[src/design/wim_pkg.sv]
// Constants, types and register map of the wake-up and interrupt manager.
// Assumes one clock (mclk) and an asynchronous active-high reset.
// Operation
// [RULE1] Stop requested by control writes 1,0,1
// [RULE2] Stop needs NMI low, wake set, checks
// [RULE3] Unmasked line wake-up clears stop bit
// [RULE4] NMI wake-up leaves stop bit set
// [RULE5] Stop bit reads one in four cases
// [RULE6] External stop pin low forces stop
// [RULE7] Other register write cancels the sequence
// [RULE8] Write after sequence prevents stop entry
// [RULE9] Source select picks pin seven or lines
// [RULE10] Software masks, selects, clears, then unmasks
// [RULE11] Wake select makes lines wake-up sources
// [RULE12] Both select bits gate irq and wake; here line irq is gated by src_sel_ff only and line wake by wake_sel_ff only
// [RULE13] Masked line never wakes the device
// [RULE14] Polarity bit picks falling or rising edge
// [RULE15] Edge during polarity write is dropped
// [RULE16] Pending bit sticky, software may set
// [RULE17] Software clears pending by read-modify-write
// [RULE18] Wake-up lines must be glitch free
// [RULE19] Channel edge re-armed by clearing pending
// [RULE20] NMI rising edge or line ends stop
// [RULE21] Line request is OR of pending and mask
`default_nettype none
package wim_pkg;

  localparam int NUM_LINES = 16;
  localparam int SYNC_W    = 19;

  // Register offsets
  localparam logic [7:0] ADDR_CTRL     = 8'hf9;
  localparam logic [7:0] ADDR_MASK_HI  = 8'hfa;
  localparam logic [7:0] ADDR_MASK_LO  = 8'hfb;
  localparam logic [7:0] ADDR_POL_HI   = 8'hfc;
  localparam logic [7:0] ADDR_POL_LO   = 8'hfd;
  localparam logic [7:0] ADDR_PEND_HI  = 8'hfe;
  localparam logic [7:0] ADDR_PEND_LO  = 8'hff;

  // Control field positions
  localparam int CTRL_STOP_BIT = 2;
  localparam int CTRL_SRC_BIT  = 1;
  localparam int CTRL_WAKE_BIT = 0;

  // Reset values
  localparam logic [7:0]  RST_BYTE  = 8'h00;
  localparam logic [15:0] RST_LINES = 16'h0000;
  localparam logic [18:0] RST_SYNC  = 19'h00000;

  typedef enum logic [2:0] {
    ST_IDLE    = 3'b000,
    ST_GOT1    = 3'b001,
    ST_GOT0    = 3'b010,
    ST_ARMED   = 3'b011,
    ST_STOPPED = 3'b100
  } wim_stop_state_t;

  typedef struct packed {
    logic [7:0] addr;
    logic [7:0] wdata;
    logic       wr;
    logic       rd;
  } wim_bus_req_t;

endpackage
`default_nettype wire

[src/design/wim_sync.sv]
// Two-flop synchroniser for the asynchronous pins of the wake-up manager.
// Assumes inputs come from outside the mclk domain.
`timescale 1ns/100ps
`default_nettype none
module wim_sync #(
  parameter int W = 19
) (
  input  wire logic         mclk,
  input  wire logic         sys_rst,
  input  wire logic [W-1:0] async_in,
  output logic      [W-1:0] sync_out
);

  logic [W-1:0] meta_ff;
  logic [W-1:0] sync_ff;

  always_ff @(posedge mclk or posedge sys_rst) begin
    if (sys_rst) begin
      meta_ff <= '0;
      sync_ff <= '0;
    end else begin
      meta_ff <= async_in;
      sync_ff <= meta_ff;
    end
  end

  assign sync_out = sync_ff;

endmodule // wim_sync
`default_nettype wire

[src/design/wim_top.sv]
// Wake-up and interrupt manager: 16 edge lines, stop sequence, shared channel.
// Assumes a same-clock register port, stop_entered from the clock control unit.
//
// Decided for this implementation: the address-and-strobe port.
`timescale 1ns/100ps
`default_nettype none
module wim_top (
  input  wire logic                 mclk,
  input  wire logic                 sys_rst,
  input  wire wim_pkg::wim_bus_req_t bus_req,
  output logic [7:0]                reg_rdata,
  input  wire logic [15:0]          wake_lines,
  input  wire logic                 nmi_pin,
  input  wire logic                 ext_irq_pin_seven,
  input  wire logic                 stop_pin_n,
  input  wire logic                 other_reg_write,
  input  wire logic                 stop_entered,
  output logic                      shared_irq_channel,
  output logic                      stop_request,
  output logic                      wake_event
);

  ////////////////////////////////////////////////////////////////////////////
  // Functions

  function automatic logic [15:0] byte_update(
    input logic [15:0] cur,
    input logic        hi_wr,
    input logic        lo_wr,
    input logic [7:0]  wdata
  );
    logic [15:0] res;
    res = cur;
    if (hi_wr) begin
      res[15:8] = wdata;
    end
    if (lo_wr) begin
      res[7:0] = wdata;
    end
    return res;
  endfunction

  function automatic logic [15:0] edge_sel(
    input logic [15:0] pol,
    input logic [15:0] now,
    input logic [15:0] prev
  );
    return (pol & now & ~prev) | (~pol & ~now & prev);
  endfunction

  ////////////////////////////////////////////////////////////////////////////
  // Pin synchronisers

  logic [18:0] pins_s;
  logic [15:0] lines_s;
  logic        nmi_s;
  logic        irq7_s;
  logic        stop_n_s;

  wim_sync #(
    .W (wim_pkg::SYNC_W)
  ) u_sync (
    .mclk     (mclk),
    .sys_rst  (sys_rst),
    .async_in ({wake_lines, nmi_pin, ext_irq_pin_seven, ~stop_pin_n}),
    .sync_out (pins_s)
  );

  assign lines_s  = pins_s[18:3];
  assign nmi_s    = pins_s[2];
  assign irq7_s   = pins_s[1];
  // Stop pin crosses inverted, so the flop reset value means idle
  assign stop_n_s = ~pins_s[0];

  ////////////////////////////////////////////////////////////////////////////
  // Registers

  wim_pkg::wim_stop_state_t state_ff;
  wim_pkg::wim_stop_state_t nxt_state;
  logic [15:0] mask_ff;
  logic [15:0] pol_ff;
  logic [15:0] pend_ff;
  logic [15:0] lines_prev_ff;
  logic        nmi_prev_ff;
  logic        stop_ff;
  logic        nxt_stop;
  logic        src_sel_ff;
  logic        wake_sel_ff;
  logic [7:0]  rdata_ff;
  logic        irq_ff;
  logic        stop_req_ff;
  logic        wake_ff;

  ////////////////////////////////////////////////////////////////////////////
  // Decoding

  wire        wr_ctrl    = bus_req.wr && (bus_req.addr == wim_pkg::ADDR_CTRL);
  wire        wr_mask_hi = bus_req.wr && (bus_req.addr == wim_pkg::ADDR_MASK_HI);
  wire        wr_mask_lo = bus_req.wr && (bus_req.addr == wim_pkg::ADDR_MASK_LO);
  wire        wr_pol_hi  = bus_req.wr && (bus_req.addr == wim_pkg::ADDR_POL_HI);
  wire        wr_pol_lo  = bus_req.wr && (bus_req.addr == wim_pkg::ADDR_POL_LO);
  wire        wr_pend_hi = bus_req.wr && (bus_req.addr == wim_pkg::ADDR_PEND_HI);
  wire        wr_pend_lo = bus_req.wr && (bus_req.addr == wim_pkg::ADDR_PEND_LO);
  wire        foreign_wr = (bus_req.wr && !wr_ctrl) || other_reg_write;
  wire        stop_wbit  = bus_req.wdata[wim_pkg::CTRL_STOP_BIT];
  wire        ctrl_stop1 = wr_ctrl && stop_wbit && !other_reg_write;
  wire        ctrl_stop0 = wr_ctrl && !stop_wbit && !other_reg_write;
  wire [15:0] pol_wr_blk = {{8{wr_pol_hi}}, {8{wr_pol_lo}}};

  ////////////////////////////////////////////////////////////////////////////
  // Line logic

  wire [15:0] edge_hit  = edge_sel(pol_ff, lines_s, lines_prev_ff) & ~pol_wr_blk; // RULE14 RULE15
  wire [15:0] nxt_pend  = byte_update(pend_ff, wr_pend_hi, wr_pend_lo, bus_req.wdata)
                          | edge_hit; // RULE16
  wire [15:0] nxt_mask  = byte_update(mask_ff, wr_mask_hi, wr_mask_lo, bus_req.wdata);
  wire [15:0] nxt_pol   = byte_update(pol_ff, wr_pol_hi, wr_pol_lo, bus_req.wdata);
  wire [15:0] live      = pend_ff & mask_ff;
  wire        line_req  = |live; // RULE21 RULE13
  wire        line_irq  = line_req && src_sel_ff; // RULE12
  wire        line_wake = line_req && wake_sel_ff; // RULE11 RULE12
  wire        nmi_rise  = nmi_s && !nmi_prev_ff; // RULE20
  wire        cond_ok   = wake_sel_ff && (live == 16'h0000) && (mask_ff != 16'h0000); // RULE2
  wire        nxt_irq   = src_sel_ff ? line_irq : irq7_s; // RULE9 RULE19

  ////////////////////////////////////////////////////////////////////////////
  // Stop sequence

  always_comb begin
    nxt_state = state_ff;
    nxt_stop  = stop_ff;
    case (state_ff)
      wim_pkg::ST_IDLE: begin
        if (ctrl_stop1) begin
          nxt_state = wim_pkg::ST_GOT1;
          nxt_stop  = 1'b1; // RULE5
        end else if (ctrl_stop0) begin
          nxt_stop = 1'b0;
        end
      end
      wim_pkg::ST_GOT1: begin
        if (foreign_wr) begin
          nxt_state = wim_pkg::ST_IDLE; // RULE7
          nxt_stop  = 1'b0;
        end else if (ctrl_stop0) begin
          nxt_state = wim_pkg::ST_GOT0; // RULE1
          nxt_stop  = 1'b0;
        end
      end
      wim_pkg::ST_GOT0: begin
        if (foreign_wr) begin
          nxt_state = wim_pkg::ST_IDLE; // RULE7
          nxt_stop  = 1'b0;
        end else if (ctrl_stop1) begin
          if (nmi_s) begin
            nxt_state = wim_pkg::ST_IDLE;
            nxt_stop  = 1'b1; // RULE5
          end else if (cond_ok) begin
            nxt_state = wim_pkg::ST_ARMED; // RULE1
            nxt_stop  = 1'b1;
          end else begin
            nxt_state = wim_pkg::ST_IDLE; // RULE2
            nxt_stop  = 1'b0;
          end
        end
      end
      wim_pkg::ST_ARMED: begin
        if (foreign_wr || wr_ctrl) begin
          nxt_state = wim_pkg::ST_IDLE; // RULE8
          nxt_stop  = 1'b0;
        end else if (stop_entered) begin
          nxt_state = wim_pkg::ST_STOPPED;
        end
      end
      wim_pkg::ST_STOPPED: begin
        if (line_wake) begin
          nxt_state = wim_pkg::ST_IDLE;
          nxt_stop  = 1'b0; // RULE3
        end else if (nmi_rise) begin
          nxt_state = wim_pkg::ST_IDLE; // RULE4
        end else if (!stop_entered) begin
          nxt_state = wim_pkg::ST_IDLE;
        end
      end
      default: begin
        nxt_state = wim_pkg::ST_IDLE;
        nxt_stop  = 1'b0;
      end
    endcase
  end

  wire nxt_stop_req = (nxt_state == wim_pkg::ST_ARMED) || (nxt_state == wim_pkg::ST_STOPPED)
                      || !stop_n_s; // RULE6
  wire nxt_wake     = (state_ff == wim_pkg::ST_STOPPED) && (line_wake || nmi_rise); // RULE20

  ////////////////////////////////////////////////////////////////////////////
  // Read mux

  wire [7:0] ctrl_view = {5'b00000, stop_ff, src_sel_ff, wake_sel_ff};
  wire [7:0] rd_val =
    (bus_req.addr == wim_pkg::ADDR_CTRL)    ? ctrl_view     :
    (bus_req.addr == wim_pkg::ADDR_MASK_HI) ? mask_ff[15:8] :
    (bus_req.addr == wim_pkg::ADDR_MASK_LO) ? mask_ff[7:0]  :
    (bus_req.addr == wim_pkg::ADDR_POL_HI)  ? pol_ff[15:8]  :
    (bus_req.addr == wim_pkg::ADDR_POL_LO)  ? pol_ff[7:0]   :
    (bus_req.addr == wim_pkg::ADDR_PEND_HI) ? pend_ff[15:8] :
    (bus_req.addr == wim_pkg::ADDR_PEND_LO) ? pend_ff[7:0]  :
    wim_pkg::RST_BYTE;

  ////////////////////////////////////////////////////////////////////////////
  // Flip-flops

  always_ff @(posedge mclk or posedge sys_rst) begin
    if (sys_rst) begin
      mask_ff       <= wim_pkg::RST_LINES;
      pol_ff        <= wim_pkg::RST_LINES;
      pend_ff       <= wim_pkg::RST_LINES;
      lines_prev_ff <= wim_pkg::RST_LINES;
      nmi_prev_ff   <= 1'b0;
    end else begin
      mask_ff       <= nxt_mask;
      pol_ff        <= nxt_pol;
      pend_ff       <= nxt_pend;
      lines_prev_ff <= lines_s;
      nmi_prev_ff   <= nmi_s;
    end
  end

  always_ff @(posedge mclk or posedge sys_rst) begin
    if (sys_rst) begin
      src_sel_ff  <= 1'b0;
      wake_sel_ff <= 1'b0;
    end else if (wr_ctrl) begin
      src_sel_ff  <= bus_req.wdata[wim_pkg::CTRL_SRC_BIT];
      wake_sel_ff <= bus_req.wdata[wim_pkg::CTRL_WAKE_BIT];
    end
  end

  always_ff @(posedge mclk or posedge sys_rst) begin
    if (sys_rst) begin
      state_ff    <= wim_pkg::ST_IDLE;
      stop_ff     <= 1'b0;
      stop_req_ff <= 1'b0;
      wake_ff     <= 1'b0;
      irq_ff      <= 1'b0;
      rdata_ff    <= wim_pkg::RST_BYTE;
    end else begin
      state_ff    <= nxt_state;
      stop_ff     <= nxt_stop;
      stop_req_ff <= nxt_stop_req;
      wake_ff     <= nxt_wake;
      irq_ff      <= nxt_irq;
      rdata_ff    <= bus_req.rd ? rd_val : wim_pkg::RST_BYTE;
    end
  end

  assign reg_rdata          = rdata_ff;
  assign shared_irq_channel = irq_ff;
  assign stop_request       = stop_req_ff;
  assign wake_event         = wake_ff;
endmodule // wim_top
`default_nettype wire

[config.mk]
export PLATFORM = sky130hd
export DESIGN_NAME = wim_top
export DESIGN_NICKNAME = d
export VERILOG_FILES = /design/src/design/wim_pkg.sv /design/src/design/wim_sync.sv /design/src/design/wim_top.sv
export SDC_FILE = /design/constraint.sdc
export NUM_CORES = 1
export LEC_CHECK = 0
export BUFFER_PORTS_ARGS = -buffer_cell sky130_fd_sc_hd__buf_2
export CELL_PAD_IN_SITES_DETAIL_PLACEMENT = 0
export CELL_PAD_IN_SITES_GLOBAL_PLACEMENT = 2
export CORE_ASPECT_RATIO = 2
export CORE_MARGIN = 3
export CORE_UTILIZATION = 42
export DETAILED_ROUTE_END_ITERATION = 8
export GPL_ROUTABILITY_DRIVEN = 0
export PLACE_DENSITY = 0.82
export RECOVER_POWER = 25
export SLEW_MARGIN = 30
export SYNTH_ARGS = -nofsm -noshare
export SYNTH_HDL_FRONTEND = slang
export SYNTH_SLANG_ARGS = --single-unit
[constraint.sdc]
create_clock -name mclk -period 5.7 [get_ports mclk]
set_input_delay 0.285 -clock mclk [delete_from_list [all_inputs] [get_ports mclk]]
set_output_delay 0.285 -clock mclk [all_outputs]
set_load 0.1 [all_outputs]
Word-level counts from Yosys, hierarchy flattened. Index checks and enable logic that the tools add are counted. W data, S select, Z words.

Register bits: 120. Bits of input ports: 41. Output and inout port bits: 11. Word-level logic and storage cells: 112.

Equal/unequal tests: 16. Multiplexer cells: 34. Bitwise gates (word level): 13. Reductions and logical operators: 32.

Operators by type and width (number): $and A16 B16 Y16 (6); $mux W8 (10); $not A16 Y16 (4); $eq A8 B8 Y1 const B (7); $or A16 B16 Y16 (2); $mux W3 (10); $logic_and A1 B1 Y1 (18); $logic_not A16 Y1 (1); $reduce_bool A16 Y1 (1); $reduce_or A16 Y1 (1); $pmux W3 S5 (1); $mux W1 (10); $eq A3 B2 Y1 const B (3); $eq A3 B3 Y1 const B (2); $logic_or A1 B1 Y1 (5); $pmux W1 S5 (1); $logic_not A1 Y1 (4); $mux W2 (2); $ne A2 B2 Y1 const B (2); $eq A3 B1 Y1 const B (1); $logic_not A3 Y1 (1); $ne A3 B3 Y1 const B (1); $reduce_and A3 Y1 (1); $not A1 Y1 (1).

Logic depth before layout (Yosys ltp).
Word-level depth: 12. Gate-level depth with buffers: 8. Depth with buffers taken out: 6.

Cells and area by module. Synthesis repeated with hierarchy kept, for this count alone.

Cells, all modules: 427. Area total of the unflattened synthesis: 4964.8 um2.

Modules (own cells, without submodules): wim_top (times used 1, cells an instance 388, area each 4010.1 um2, sequential area each 2052.0 um2); wim_sync (times used 1, cells an instance 39, area each 954.7 um2, sequential area each 950.9 um2).

Least setup slack after synthesis. OpenSTA, ideal clock, no wires.

Path kind: input -> register. Start: input port bus_req[15] (netlist bit). End: register pol_ff[0]. Library setup time: 125 ps. Data arrival time: 1684 ps. Data required time: 5575 ps. Setup slack: 3891 ps. Stages on the path: 6. Buffers on the path: 1. Cells stage by stage: and4_1 > and3_1 > nand2_1 > nor3b_2 > buf_4 > mux2_2.

Word-level cells in the longest chain between the ends: 2.

Ends and longest elaborated chain: from (decl) (line wim_top.sv:10) `input wire wim_pkg::wim_bus_req_t bus_req,`; $eq A8 B8 Y1 (line wim_top.sv:101) `wire wr_pol_lo = bus_req.wr && (bus_req.addr == wim_pkg::ADDR_POL_LO);`; $logic_and A1 B1 Y1 (line wim_top.sv:101); to (signal assigned) (line wim_top.sv:216) `pol_ff <= wim_pkg::RST_LINES;`; to (signal assigned) (line wim_top.sv:222) `pol_ff <= nxt_pol;`; to (decl) (line wim_top.sv:81) `logic [15:0] pol_ff;`.

No other way between the ends. A chain may end at the register's enable or synchronous reset.

==> results.cfg <==
[setup_path]
crit_type = input port to async pin
critPathBufInv = 4
required_ns = 6.13
crit_cells = 4
reg2reg_from = mask_ff[15]
cp_slowest_cell = clkinvlp_2
crit_path_end_kind = async pin
startpoint = sys_rst
cp.arrival_ns = 3.22
crit_chain = dlygate4sd3_1 -> buf_2 -> clkinvlp_2 -> buf_4
slowest_delay_ns = 1.35
cp-start-kind = input port
crit_family = buffers and inverters
worstPathMaxFanout = 68
worst-r2r-cell-count = 5

[floorplanning]
dieArea_sq_um = 13000
die_h_um = 158
ios = 52
die_width_um = 82.2
rows = 55
core_sq_um = 11400
start_util_pct = 42.9

[timing]
slew_violations = 54
setup-tns-final_ns = 0
slew-limit-headroom_pct = -60.2
worstMarginPinSlew_ns = 2.39
grt_setup_unrepaired = false
period_minus_slack_ns = 2.78
skew_ns = 0.00877
fmax_mhz = 359
final_hold_viol_count = 0
setup_viol = 0
finalCritPeriodShare_pct = 48.9
holdWs_ns = 0.138

[drt]
first_iter_violations = 218
drt-pass1-iter-count = 4
drt_wl_total_um = 11600
vias_per_cell = 5.41
dr_wl_met2_um = 6190
wl_per_cell_um = 18.0
vias = 3492
wl_met1_um = 4660
top_layer_used = met4
ant_nets = 0
wl_met3_um = 424
drc_errors = 0

[finish]
drive_above_1_share_pct = 26.4
design_area_sq_um = 6110
final_cell_mix = 120 x dfrtp_1, 51 x buf_2, 49 x nor2_1
nets = 531
area_growth_pct = 25.4
diodes = 0
final_common_cell = dfrtp_1
utilization_pct = 53.8

[hold_path]
min_path_cells = 2
hold_class = input port to register
hold_start = bus_req[0]

[grt]
grt_max_degree = 69
overflow = 0
grt_pass1_wl_um = 18300
antenna_found_initial = 0
grt_util_all_layers_pct = 19.4
grt_pass1_vias = 3483

[clock_network]
root_buffer = clkbuf_16
clock_sinks = 120
numCtsBuffers = 17
cts.repair.resized = 0
tritoncts = done
clk_pin_slew_ns = 0.05
clk_path_buf_depth = 2
h-tree-depth = 4
clk_latency_ns = 0.41

[pwr]
p_total_w = 0.00219
ir_drop_uv = 226
total_leakage_power_nw = 2.78
power_frac_comb_pct = 5.9
p_switching_w = 0.000505
sw_frac_of_total_pct = 23.1
seq_power_share_pct = 41.7
powerDensity_nw_per_um2 = 358
p_int_w = 0.00168
clkPwrFrac_pct = 52.5

[synth]
synthFlopType = dfrtp_1
synth_area_leaders = dfrtp_1 62%, mux2_2 8.3%, nor2_1 3.8%, nand2_1 3.7%, mux4_2 1.8%
synth_cell_types = 46
synthCells = 410
syn_avg_cell_area_sq_um = 11.9
synth_edf_count = 0
ys_seq_area_share_pct = 61.6
syn_area_sq_um = 4870
async_reset_ff_share_pct = 100
synth.top_cell.area_share_pct = 61.6
ys_seq_elements = 120
synth_top_area_cell = dfrtp_1
yosys_warnings = 0
syn-num-nets = 451

[placed_design]
post-dp-hpwl_um = 8040
io_buffers = 51
placed_area_sq_um = 5270

[outcome]
status = complete, but fails checks
violations = capacitance limit, slew limit

[job]
maxCapViolations = 1
## worst reg2reg max path, delay by kind of cell, from the launching register on
| family | cells | cell delay (ns) |
|---|---|---|
| AND/OR/NAND/NOR | 2 | 0.76 |
| AO/OA/AOI/OAI | 3 | 0.95 |
| flip-flops | 1 | 0.44 |
## cells in the mapped netlist, types with 3 or more instances
cell,n
a221oi_1,9
nand2b_1,5
nor2_1,49
or3_1,4
nor4_1,5
nor2b_1,4
dfrtp_1,120
nand4_1,5
mux2i_1,3
nor3_1,5
nor3b_2,3
o21ai_0,15
inv_1,7
nand2_1,48
a21oi_1,17
mux4_2,4
mux2_2,36
nand3_1,3
o22ai_1,7
a22oi_1,9
and2_1,3
a22o_1,9
buf_2,6
## repair_timing
item / in CTS / in global routing
setup buffers: 0 / 0
endpoints found under the hold margin: 26 / 0
setup endpoints to repair: 0 / 0
hold buffers: 20 / 0
## metrics by stage
step                worst slack, ns  std cells
finish                         2.92        645
global route                   2.42        645
CTS                            3.40        645
detailed placement             3.25        593
global placement               3.05        593
floorplan                      2.23        410
## layer usage
metal	global-route usage [%]	up-vias
li1	-	1643
met1	22.0	1740
met2	33.7	87
met3	4.70	22
met4	8.72	0
met5	0	-
## flip-flops by register name, summed over array words and instances (netlist names)
name                count
u_sync.meta_ff         19
state_ff                3
u_sync.sync_out        19
nmi_prev_ff             1
wake_sel_ff             1
wake_event              1
src_sel_ff              1
lines_prev_ff          16
reg_rdata               8
pol_ff                 16
shared_irq_channel      1
stop_ff                 1
pend_ff                16
mask_ff                16
stop_request            1
## area by class of cell
| class | count | area [sq um] |
|---|---|---|
| repair buffers | 73 | 470 |
| multi-input cells | 271 | 1790 |
| flip-flops and latches | 120 | 3000 |
| clock inverters | 15 | 214 |
| clock buffers | 17 | 425 |
| well taps | 142 | 178 |
| inverters | 7 | 27.5 |
| fillers | 1002 | 5250 |
## path summary, 6_finish.rpt
kind                                             to  slack, ns
worst max-delay path              u_sync.meta_ff[6]       2.92
worst min register to register  u_sync.sync_out[10]       0.35
max in group mclk                      stop_request       3.42
min in group asynchronous        u_sync.meta_ff[11]       1.07
worst min-delay path                   reg_rdata[1]       0.14
worst max register to register         stop_request       3.42
## power by group through the flow
stage / sequential [W] / clock [W] / combinational [W]
4_1_cts: 0.000911 / 0.00117 / 0.000131
3_3_place_gp: 0.000925 / 0 / 0.000117
3_5_place_dp: 0.000926 / 0 / 0.000120
6_report: 0.000911 / 0.00115 / 0.000128
5_1_grt: 0.000915 / 0.00121 / 0.000142
2_1_floorplan: 0.000926 / 0 / 0.0000687
## kinds of logic after synthesis
kind of cell    synth area share (%)
simple gates                    14.9
flops                           61.6
compound gates                  10.9
mux                             10.8
buf+inv                         1.72
Note: power is estimated with default switching activity, not from simulation.
